**config.mk**
```make
export PLATFORM = sky130hd
export DESIGN_NAME = cstc_ctrl
export DESIGN_NICKNAME = d
export VERILOG_FILES = /design/src/common/cstc_pkg.sv /design/src/common/cstc_tick_if.sv /design/src/hdl/cstc_tick_gen.sv /design/src/hdl/cstc_ctrl.sv
export SDC_FILE = /design/constraint.sdc
export NUM_CORES = 1
export LEC_CHECK = 0
export BUFFER_PORTS_ARGS = -buffer_cell sky130_fd_sc_hd__buf_2
export CAP_MARGIN = 30
export CORE_MARGIN = 5
export CORE_UTILIZATION = 54
export CTS_BUF_LIST = sky130_fd_sc_hd__clkbuf_8
export DETAILED_ROUTE_END_ITERATION = 12
export GPL_TIMING_DRIVEN = 0
export PLACE_DENSITY = 0.74
export SYNTH_ARGS = -nofsm -noshare
export SYNTH_HDL_FRONTEND = slang
export SYNTH_HIERARCHICAL = 1
export SYNTH_SLANG_ARGS = --single-unit
```
**constraint.sdc**
```tcl
create_clock -name clk -period 3.5 [get_ports clk]
set_input_delay 0.175 -clock clk [delete_from_list [all_inputs] [get_ports clk]]
set_output_delay 0.175 -clock clk [all_outputs]
set_load 0.05 [all_outputs]
```
**src/common/cstc_pkg.sv**
```systemverilog
// Package with constants for the colour sensor mode and timing control
package cstc_pkg;
  // Control register layout
  localparam int POWER_BIT    = 0;
  localparam int MODE_LSB     = 1;
  localparam int RSVD_BIT     = 4;
  localparam int TSEL_LSB     = 5;
  localparam int CTRL_W       = 8;
  localparam logic [7:0] CTRL_RESET = 8'h00;
  // Channel mode codes: 1 red, 2 green, 3 blue, 4 clear, 5 clear+red, 6 RGB, 7 all four
  localparam logic [2:0] MODE_NONE  = 3'h0;
  localparam logic [2:0] MODE_RED   = 3'h1;
  localparam logic [2:0] MODE_GREEN = 3'h2;
  localparam logic [2:0] MODE_BLUE  = 3'h3;
  localparam logic [2:0] MODE_CLR   = 3'h4;
  localparam logic [2:0] MODE_CR    = 3'h5;
  localparam logic [2:0] MODE_RGB   = 3'h6;
  localparam logic [2:0] MODE_CRGB  = 3'h7;
  // Clock and integration times
  localparam int CLK_PERIOD_PS  = 5000;
  localparam int BASE_TIME_US   = 12500;
  localparam int BASE_CYCLES    = BASE_TIME_US * 1000 / (CLK_PERIOD_PS / 1000);
  localparam int BASE_CNT_W     = 22;
  localparam int MULT_W         = 7;
  // Oscillator start-up delay in clock cycles
  localparam int OSC_START_CYC  = 2;
endpackage

```
**src/common/cstc_tick_if.sv**
```systemverilog
// Interface carrying the base timing tick between modules
`timescale 1ns/1ps
interface cstc_tick_if;
  logic tick;
  logic run;
  modport src (input run, output tick);
  modport dst (output run, input tick);
endinterface

```
**src/hdl/cstc_tick_gen.sv**
```systemverilog
// Base 12.5 ms tick divider, running only while the oscillator runs
`timescale 1ns/1ps
module cstc_tick_gen #(
  parameter int BASE_CYCLES = cstc_pkg::BASE_CYCLES
) (
  input  wire logic   clk,
  input  wire logic   rst_n,
  cstc_tick_if.src    tk
);
  logic [cstc_pkg::BASE_CNT_W-1:0] cnt;

  always_ff @(posedge clk or negedge rst_n)
  begin
    if (!rst_n)
    begin
      cnt     <= '0;
      tk.tick <= 1'b0;
    end
    else if (!tk.run)
    begin
      cnt     <= '0;
      tk.tick <= 1'b0;
    end
    else if (cnt == cstc_pkg::BASE_CNT_W'(BASE_CYCLES - 1))
    begin
      cnt     <= '0;
      tk.tick <= 1'b1;
    end
    else
    begin
      cnt     <= cnt + 1'b1;
      tk.tick <= 1'b0;
    end
  end
endmodule

```
**src/hdl/cstc_ctrl.sv**
```systemverilog
// Control register, channel mode and integration timing of the colour sensor
`timescale 1ns/1ps
module cstc_ctrl #(
  parameter int BASE_CYCLES = cstc_pkg::BASE_CYCLES
) (
  input  wire logic       clk,
  input  wire logic       rst_n,
  input  wire logic       wr_en,
  input  wire logic [7:0] wr_data,
  input  wire logic       integ_range_sel,
  output logic      [7:0] ctrl_rd,
  output logic            osc_running,
  output logic      [1:0] integ_time_sel,
  output logic      [2:0] mode_eff,
  output logic            conv_clear,
  output logic            conv_red,
  output logic            conv_green,
  output logic            conv_blue,
  output logic            multi_channel,
  output logic      [6:0] integ_time,
  output logic            integ_done
);
  typedef enum logic [1:0] {CSTC_OFF, CSTC_START, CSTC_RUN} cstc_state_t;

  cstc_tick_if tk ();
  cstc_state_t state;
  logic        power;
  logic [2:0]  mode_req;
  logic        mode_pend;
  logic [1:0]  start_cnt;
  logic [6:0]  tick_cnt;
  logic [6:0]  next_integ_time;
  logic        osc_on;

  // Integration time in 12.5 ms units
  function automatic logic [6:0] cstc_mult(input logic rng, input logic [1:0] sel);
    logic [6:0] m;
    m = 7'h01;
    if (!rng)
      m = 7'(8'h01 << sel);
    else
      m = 7'(8'h40 >> sel);
    return m;
  endfunction

  assign osc_on = (state == CSTC_RUN);
  assign tk.run = osc_on;
  assign next_integ_time = cstc_mult(integ_range_sel, integ_time_sel);

  cstc_tick_gen #(.BASE_CYCLES(BASE_CYCLES)) u_tick (
    .clk   (clk),
    .rst_n (rst_n),
    .tk    (tk)
  );

  // Host writes to power, select and requested mode
  always_ff @(posedge clk or negedge rst_n)
  begin
    if (!rst_n)
    begin
      power          <= cstc_pkg::CTRL_RESET[cstc_pkg::POWER_BIT];
      integ_time_sel <= 2'h0;
      mode_req       <= cstc_pkg::MODE_NONE;
      mode_pend      <= 1'b0;
    end
    else if (wr_en)
    begin
      power          <= wr_data[cstc_pkg::POWER_BIT];
      integ_time_sel <= wr_data[cstc_pkg::TSEL_LSB +: 2];
      mode_req       <= wr_data[cstc_pkg::MODE_LSB +: 3];
      // Mode sent with power off or in the power-on write is dropped
      mode_pend      <= wr_data[cstc_pkg::POWER_BIT] && power;
    end
    else if (osc_on)
      mode_pend      <= 1'b0;
  end

  // Oscillator: starts after power is on, stops with power off
  always_ff @(posedge clk or negedge rst_n)
  begin
    if (!rst_n)
    begin
      state     <= CSTC_OFF;
      start_cnt <= 2'h0;
    end
    else
    begin
      case (state)
        CSTC_OFF:
        begin
          start_cnt <= 2'h0;
          if (power)
            state <= CSTC_START;
        end
        CSTC_START:
        begin
          start_cnt <= start_cnt + 2'h1;
          if (!power)
            state <= CSTC_OFF;
          else if (start_cnt == 2'(cstc_pkg::OSC_START_CYC - 1))
            state <= CSTC_RUN;
        end
        CSTC_RUN:
          if (!power)
            state <= CSTC_OFF;
        default:
          state <= CSTC_OFF;
      endcase
    end
  end

  // Effective mode loads only while oscillator runs
  always_ff @(posedge clk or negedge rst_n)
  begin
    if (!rst_n)
      mode_eff <= cstc_pkg::MODE_NONE;
    else if (osc_on && mode_pend && !wr_en)
      mode_eff <= mode_req;
    else if (!power)
      mode_eff <= cstc_pkg::MODE_NONE;
  end

  // Channel enables: one bit per channel, green is code 010
  always_ff @(posedge clk or negedge rst_n)
  begin
    if (!rst_n)
    begin
      conv_clear    <= 1'b0;
      conv_red      <= 1'b0;
      conv_green    <= 1'b0;
      conv_blue     <= 1'b0;
      multi_channel <= 1'b0;
    end
    else
    begin
      conv_clear    <= mode_eff == cstc_pkg::MODE_CLR || mode_eff == cstc_pkg::MODE_CR
                       || mode_eff == cstc_pkg::MODE_CRGB;
      conv_red      <= mode_eff == cstc_pkg::MODE_RED || mode_eff == cstc_pkg::MODE_CR
                       || mode_eff[2:1] == 2'h3 || mode_eff == cstc_pkg::MODE_RGB;
      conv_green    <= mode_eff == cstc_pkg::MODE_GREEN || mode_eff[2:1] == 2'h3;
      conv_blue     <= mode_eff == cstc_pkg::MODE_BLUE || mode_eff[2:1] == 2'h3;
      multi_channel <= mode_eff == cstc_pkg::MODE_CR || mode_eff[2:1] == 2'h3;
    end
  end

  // Integration counter in base ticks
  always_ff @(posedge clk or negedge rst_n)
  begin
    if (!rst_n)
    begin
      tick_cnt   <= 7'h00;
      integ_done <= 1'b0;
      integ_time <= 7'h01;
    end
    else
    begin
      integ_time <= next_integ_time;
      integ_done <= 1'b0;
      if (!osc_on || mode_eff == cstc_pkg::MODE_NONE)
        tick_cnt <= 7'h00;
      else if (tk.tick)
      begin
        if (tick_cnt >= next_integ_time - 7'h01)
        begin
          tick_cnt   <= 7'h00;
          integ_done <= 1'b1;
        end
        else
          tick_cnt <= tick_cnt + 7'h01;
      end
    end
  end

  // Readback: low nibble shows effective mode and power gated by oscillator running
  always_ff @(posedge clk or negedge rst_n)
  begin
    if (!rst_n)
    begin
      ctrl_rd     <= cstc_pkg::CTRL_RESET;
      osc_running <= 1'b0;
    end
    else
    begin
      osc_running <= osc_on;
      ctrl_rd     <= {1'b0, integ_time_sel, 1'b0, mode_eff, power && osc_on};
    end
  end

  a_mode_hold_off: assert property (@(posedge clk) disable iff (!rst_n)
    !osc_on |=> mode_eff == cstc_pkg::MODE_NONE || $stable(mode_eff))
    else $error("Mode changed while oscillator off");
  a_rd_low_zero: assert property (@(posedge clk) disable iff (!rst_n)
    (!power && !osc_on) [*2] |=> ctrl_rd[3:0] == 4'h0)
    else $error("Low nibble not zero while unpowered");
  a_green_only: assert property (@(posedge clk) disable iff (!rst_n)
    mode_eff == cstc_pkg::MODE_GREEN |=> conv_green && !conv_red && !conv_clear)
    else $error("Green mode decode wrong");
  a_crgb_all: assert property (@(posedge clk) disable iff (!rst_n)
    mode_eff == cstc_pkg::MODE_CRGB |=> conv_clear && conv_red && conv_green && conv_blue)
    else $error("All channel decode wrong");
  a_blue_only: assert property (@(posedge clk) disable iff (!rst_n)
    mode_eff == cstc_pkg::MODE_BLUE |=> conv_blue && !conv_green && !multi_channel)
    else $error("Blue mode decode wrong");
  a_multi_flag: assert property (@(posedge clk) disable iff (!rst_n)
    1'b1 |=> multi_channel == ($countones($past(mode_eff)) > 1 && $past(mode_eff) != 3'h3))
    else $error("Multi channel flag wrong");
  a_short_range: assert property (@(posedge clk) disable iff (!rst_n)
    !integ_range_sel && integ_time_sel == 2'h0 |=> integ_time == 7'h01)
    else $error("12.5 ms time wrong");
  a_long_range: assert property (@(posedge clk) disable iff (!rst_n)
    integ_range_sel && integ_time_sel == 2'h0 |=> integ_time == 7'h40)
    else $error("800 ms time wrong");
  a_dead_write_drop: assert property (@(posedge clk) disable iff (!rst_n)
    wr_en && !power |=> !mode_pend)
    else $error("Mode kept from write made without power");
endmodule

```
### Yosys cells after proc, flatten, opt, wreduce, memory -nomap -nowiden

Cells that the tools add are included.

| storage, ports and cells | value |
|---|---|
| flip-flop bits (word level) | 64 |
| bits of input ports | 12 |
| output and inout bits | 27 |
| word-level logic and storage cells | 84 |

| operators by class | value |
|---|---|
| add/sub/neg operators | 4 |
| magnitude comparators | 1 |
| equality and inequality tests | 16 |
| shift operators | 2 |
| multiplexer cells | 21 |
| reduce and logical (&&, ||, !) cells | 21 |

Operator list:

| operator | number |
|---|---|
| $mux 22 | 2 |
| $mux 7 | 4 |
| $add 22x1->22 const B | 1 |
| $eq 22x22->1 const B | 1 |
| $eq 3x3->1 const B | 4 |
| $logic_or 1x1->1 | 9 |
| $mux 2 | 4 |
| $add 7x1->7 const B | 1 |
| $ge 7x7->1 | 1 |
| $mux 1 | 7 |
| $shl 1x2->7 const A | 1 |
| $shr 7x2->7 const A | 1 |
| $sub 7x1->7 const B | 1 |
| $eq 3x2->1 const B | 2 |
| $mux 3 | 2 |
| $pmux 2 s3 | 1 |
| $reduce_bool 2->1 | 3 |
| $eq 2x1->1 const B | 2 |
| $eq 2x2->1 const B | 2 |
| $logic_and 1x1->1 | 4 |
| $ne 2x2->1 const B | 2 |
| $pmux 2 s2 | 1 |
| $eq 3x1->1 const B | 1 |
| $logic_not 3->1 | 1 |
| other kinds (6) | 7 |

### Longest topological paths before layout

| depth | value |
|---|---|
| depth after elaboration | 7 |
| gate-level depth with buffers | 12 |
| depth with buffers taken out | 11 |

### Modules after synthesis

The synthesis kept the hierarchy.

By module, submodules not included:

| module | instances | cells an instance | area an instance (um^2) | sequential area each (um^2) |
|---|---|---|---|---|
| cstc_ctrl | 1 | 164 | 1,808.0 | 1,027.2 |
| cstc_tick_gen | 1 | 125 | 1,196.1 | 575.6 |

### Least setup slack after synthesis

No wires, ideal clock.

| timing | value |
|---|---|
| path type | reg-to-reg |
| start point | register integ_time_sel[0] |
| end point | register tick_cnt[3] |
| arrival | 2,682 ps |
| data required time | 3,416 ps |
| setup slack | 734 ps |
| stages on the path, launching flop included | 11 |
| path buffers | 1 |
| clock period less this slack | 2,766 ps |
| cell sequence | dfrtp_1 -> or3_1 -> ha_1 -> mux2i_1 -> ha_1 -> a211oi_1 -> nor2_1 -> a211oi_2 -> buf_6 -> nand3_1 -> a31oi_1 |

| between the ends | value |
|---|---|
| cells in the longest elaborated chain, start to end | 7 |
| elaborated cells on any way between the ends | 8 |
| those cells by class | add/sub (1); order compare (1); shift (2); mux (4) |

RTL lines:

| what | line | RTL |
|---|---|---|
| from (decl) | cstc_ctrl.sv:13 | `output logic [1:0] integ_time_sel,` |
| from (signal assigned) | cstc_ctrl.sv:69 | `integ_time_sel <= wr_data[cstc_pkg::TSEL_LSB +: 2];` |
| $shr 7x2->7 or $shl 1x2->7 (tied branches) | cstc_ctrl.sv:42, cstc_ctrl.sv:40 |  |
| $mux 7 (*) | cstc_ctrl.sv:39 | `if (!rng)` |
| $sub 7x1->7 (*) | cstc_ctrl.sv:163 | `if (tick_cnt >= next_integ_time - 7'h01)` |
| $ge 7x7->1 (*) | cstc_ctrl.sv:163 |  |
| $mux 7 (*) | cstc_ctrl.sv:163 |  |
| $mux 7 (*) | cstc_ctrl.sv:161 | `else if (tk.tick)` |
| $mux 7 (*) | cstc_ctrl.sv:159 | `if (!osc_on \|\| mode_eff == cstc_pkg::MODE_NONE)` |
| to (signal assigned) | cstc_ctrl.sv:169 | `tick_cnt <= tick_cnt + 7'h01;` |
| to (decl) | cstc_ctrl.sv:31 | `logic [6:0] tick_cnt;` |

Mark *: on every way between the ends. The rest lies on a longest branch, timed or not. The select of a mux whose other input is x is not followed.
A chain may end at the register's enable or synchronous reset.

### Worst setup path after layout

| timing | value |
|---|---|
| start point | register integ_time_sel[0] |
| end point | register tick_cnt[4] |

The elaborated chain is that of the path after synthesis.

==> flow_summary.yaml <==
floorplan:
  initial_core_util_pct: 54.9
  io_pins: 39
  chipHeight_um: 84.6
  core.rowCount: 27
  core_region_area_um2: 5470
  floorplan.die_area_um2: 7150
  die_x_um: 84.6
min_path:
  endpoint_worst_hold: "integ_time_sel[1]"
  type_of_the_worst_min_delay_path: "in -> reg"
  timing.hold.worst_path_depth: 3
  worst_hold_startpoint: "wr_data[6]"
power:
  power_frac_clock_pct: 40.5
  combPwrFrac_pct: 11.7
  irDropWorstVdd_uv: 282
  power.density_nw_per_um2: 481
  switching_power_w: 0.000451
  relative_contribution_of_sequential_cells_to_total_power_pct: 47.7
  cell_internal_pwr_w: 0.00124
  power.switching_fraction_pct: 26.7
  reported_leakage_power_nw: 1.59
detailed_routing:
  antenna_violating_nets_post_route: 0
  route.detailed.wl_per_inst_um: 14.3
  detail_route.iter0.violations: 98
  vias_per_std_cell: 5.44
  routed_wl_mm: 5.92
  remaining_drc_errors: 0
  via_count: 2254
  drt_pre_antenna_iters: 4
worst_setup_path:
  critical-path-slowest-cell: "sky130_fd_sc_hd__dfrtp_1"
  r2r_end: "tick_cnt[4]"
  timing_worst_setup_path_type: "reg -> reg"
  cp.required_ns: 3.76
  crit_top_cell: "sky130_fd_sc_hd__ha_1"
  setup.worst_path.end_class: "flop"
  timing.critical_path.from_type: "flop"
  arrival_ns: 3.10
  reg2reg_setup_slack_ns: 0.66
  max_stage_delay_ns: 0.47
  critical_path.startpoint: "integ_time_sel[0]"
  critical_path_peak_fanout: 10
  series_of_cell_instances_along_the_critical_path: "or3_1 > ha_1 > mux2i_1 > ha_1 > a211oi_1 > nor2_1 > a211oi_2 > buf_6 > nand3_1 > a31oi_1"
  worst_r2r_path_depth: 10
  r2r-start: "integ_time_sel[0]"
sta:
  setup-tns-final_ns: 0
  grt_setup_unrepaired: "no"
  final_hold_viol_count: 0
  timing.clock.skew_ns: 0.0146
  slew-limit-headroom_pct: 46.4
  timing_worst_slew_pin_value_ns: 0.804
  period_minus_ws_final_ns: 2.84
  timing.final.crit_share_pct: 81.2
  peak_freq_mhz: 352
  setup_violations: 0
  final-max-slew-violation-count: 0
clocking:
  hold_buffers: 1
  clockRootBuffer: "sky130_fd_sc_hd__clkbuf_8"
  worstSkewPairLatency_ns: 0.35
  cts_made_buffers: 9
  worst_setup_hold_path_clk_slew_ns: 0.08
  post_cts_resized: 0
  tritoncts_clock_tree: "built"
  htree_num_levels: 3
  cts-root-to-sink-buffers: 2
  buffer_count_from_post_cts_setup_fixing: 0
  clock-sinks: 64
grt:
  global_route_wire_length_before_repair_mm: 10.6
  grt_max_degree: 36
  via_count_of_the_first_global_routing_pass: 2278
  antenna_found_initial: 0
  globalRouteTotalUtil_pct: 18.7
  grt_overflow: 0
job:
  maxCapViolations: 0
placement:
  routabilityCongestion: 0.808
  portBuffers: 33
  number_of_placed_instances_taps_included: 397
  place_hpwl_mm: 4.08
finish:
  final_cell_count_without_fillers: 414
  n_antenna_cell: 0
  util_after_layout_pct: 64.2
  finalNetCount: 360
  area_delta_synth_final_pct: 16.9
  final_layout_size_suffix_gt1_share_pct: 21.3
yosys:
  netlist-cell-type-count: 51
  synth_area_per_cell_um2: 10.4
  ys.flop_type: "sky130_fd_sc_hd__dfrtp_1"
  synth.yosys.seq_area_share_pct: 53.4
  post_synth_instance_area_um2: 3000
  synthCells: 289
  synth.yosys.warnings: 6
  postSynth.asyncResetShare_pct: 100
  synth_edf_count: 0
  ys_seq_elements: 64
run_status:
  outcome: "complete, no violations"
==> metal layers <==
layer,GRT usage (%),share of wire (%),vias up
li1,-,-,1107
met1,23.4,45,1098
met2,30.1,49,35
met3,4.22,3.3,14
met4,10.4,2.1,0
met5,0,0,-
==> Yosys cell counts, drive strengths merged, types with 3 or more instances <==
cell | number | share of area, %
and2 | 4 | 0.83
xnor2 | 9 | 2.6
a21oi | 13 | 2.3
mux2 | 5 | 1.9
nand2 | 26 | 3.2
or3 | 8 | 1.7
inv | 11 | 1.4
nor2 | 27 | 3.4
nand4 | 8 | 1.9
ha | 11 | 4.6
buf | 7 | 1.7
o21ai | 16 | 2.7
dfrtp | 63 | 52
or2 | 3 | 0.62
nor4 | 5 | 1.0
nand2b | 11 | 2.5
nor3 | 3 | 0.50
xor2 | 4 | 1.2
a31oi | 5 | 1.0
nand3 | 18 | 3.2
==> metrics by stage <==
step / hold WS, ns / setup slack (ns) / cell area [µm²] / total power, W
after floorplan: -0.121 / 0.734 / 3010 / 0.000955
after global placement: 0.387 / 0.783 / 3260 / 0.00101
after detailed placement: 0.324 / 0.664 / 3290 / 0.00102
after CTS: 0.0244 / 0.628 / 3510 / 0.00170
after global routing: 0.0389 / 0.392 / 3510 / 0.00178
final: 0.0293 / 0.659 / 3510 / 0.00169
==> sequential cells by signal, summed over array words and instances (netlist names), 2 cells and up <==
register / cells
tick_cnt: 7
mode_eff: 3
mode_req: 3
ctrl_rd: 6
integ_time: 7
u_tick/cnt: 22
state: 2
integ_time_sel: 2
start_cnt: 2
==> critical path: cells and delay by family (launching register included) <==
family | cells | cell delay (ns)
buf+inv | 1 | 0.20
compound gates | 3 | 0.72
mux | 1 | 0.15
simple gates | 3 | 0.62
fa+ha+maj | 2 | 0.59
flops | 1 | 0.47
==> power by group through the flow <==
stage,combinational [W],sequential (W),clock [W]
after CTS,0.000202,0.000806,0.000695
after floorplan,0.0000888,0.000866,0
after global routing,0.000219,0.000811,0.000746
after detailed placement,0.000201,0.000820,0
final,0.000198,0.000806,0.000685
after global placement,0.000191,0.000818,0
==> cells by family after synthesis <==
group / synth area share (%)
buffers and inverters: 3.33
other: 0.125
AO/OA/AOI/OAI: 8.79
multiplexers: 2.54
adder cells (fa/ha/maj): 4.58
flip-flops: 53.4
AND/OR/NAND/NOR: 23.5
XOR/XNOR: 3.79
==> worst max-delay path by stage <==
stage / endpoint / slack (ns) / cells past startpoint
floorplan: tick_cnt[3] / 0.73 / 10
finish: tick_cnt[4] / 0.66 / 10
detailed placement: tick_cnt[4] / 0.66 / 10
global route: tick_cnt[0] / 0.39 / 10
CTS: tick_cnt[4] / 0.63 / 10
global placement: tick_cnt[3] / 0.78 / 10
==> layout by cell type, fill, tap and decap left out, types with 2 or more instances in the layout <==
| cell type | instances |
|---|---|
| sky130_fd_sc_hd__dfrtp_1 | 63 |
| sky130_fd_sc_hd__buf_2 | 36 |
| sky130_fd_sc_hd__nor2_1 | 27 |
| sky130_fd_sc_hd__nand2_1 | 26 |
| sky130_fd_sc_hd__nand3_1 | 17 |
| sky130_fd_sc_hd__o21ai_0 | 16 |
| sky130_fd_sc_hd__inv_1 | 13 |
| sky130_fd_sc_hd__a21oi_1 | 12 |
| sky130_fd_sc_hd__ha_1 | 11 |
| sky130_fd_sc_hd__nand2b_1 | 10 |
| sky130_fd_sc_hd__xnor2_1 | 9 |
| sky130_fd_sc_hd__clkbuf_8 | 9 |
| sky130_fd_sc_hd__or3_1 | 8 |
| sky130_fd_sc_hd__nand4_1 | 7 |
| sky130_fd_sc_hd__a31oi_1 | 5 |
| sky130_fd_sc_hd__mux2_2 | 5 |
| sky130_fd_sc_hd__nor4_1 | 5 |
| sky130_fd_sc_hd__and2_1 | 4 |
| sky130_fd_sc_hd__buf_4 | 4 |
| sky130_fd_sc_hd__xor2_1 | 4 |
| sky130_fd_sc_hd__nor3_1 | 3 |
| sky130_fd_sc_hd__or2_2 | 3 |
| sky130_fd_sc_hd__and3_1 | 2 |
| sky130_fd_sc_hd__mux2i_1 | 2 |
| sky130_fd_sc_hd__o21a_1 | 2 |
| sky130_fd_sc_hd__nor3b_1 | 2 |
| sky130_fd_sc_hd__clkbuf_1 | 2 |
| sky130_fd_sc_hd__nor2b_1 | 2 |
| sky130_fd_sc_hd__conb_1 | 2 |
| sky130_fd_sc_hd__bufinv_16 | 2 |
| sky130_fd_sc_hd__or4b_1 | 2 |
==> final cells by class <==
class | instances | area, µm²
buffer | 9 | 58.8
clock inverter | 7 | 88.8
tap | 72 | 90.1
clock buffer | 9 | 124
inverter | 11 | 41.3
multi-input combinational | 206 | 1310
timing repair buffer | 36 | 200
fill | 437 | 1960
sequential | 64 | 1600
(Power assumes the default switching activity.)
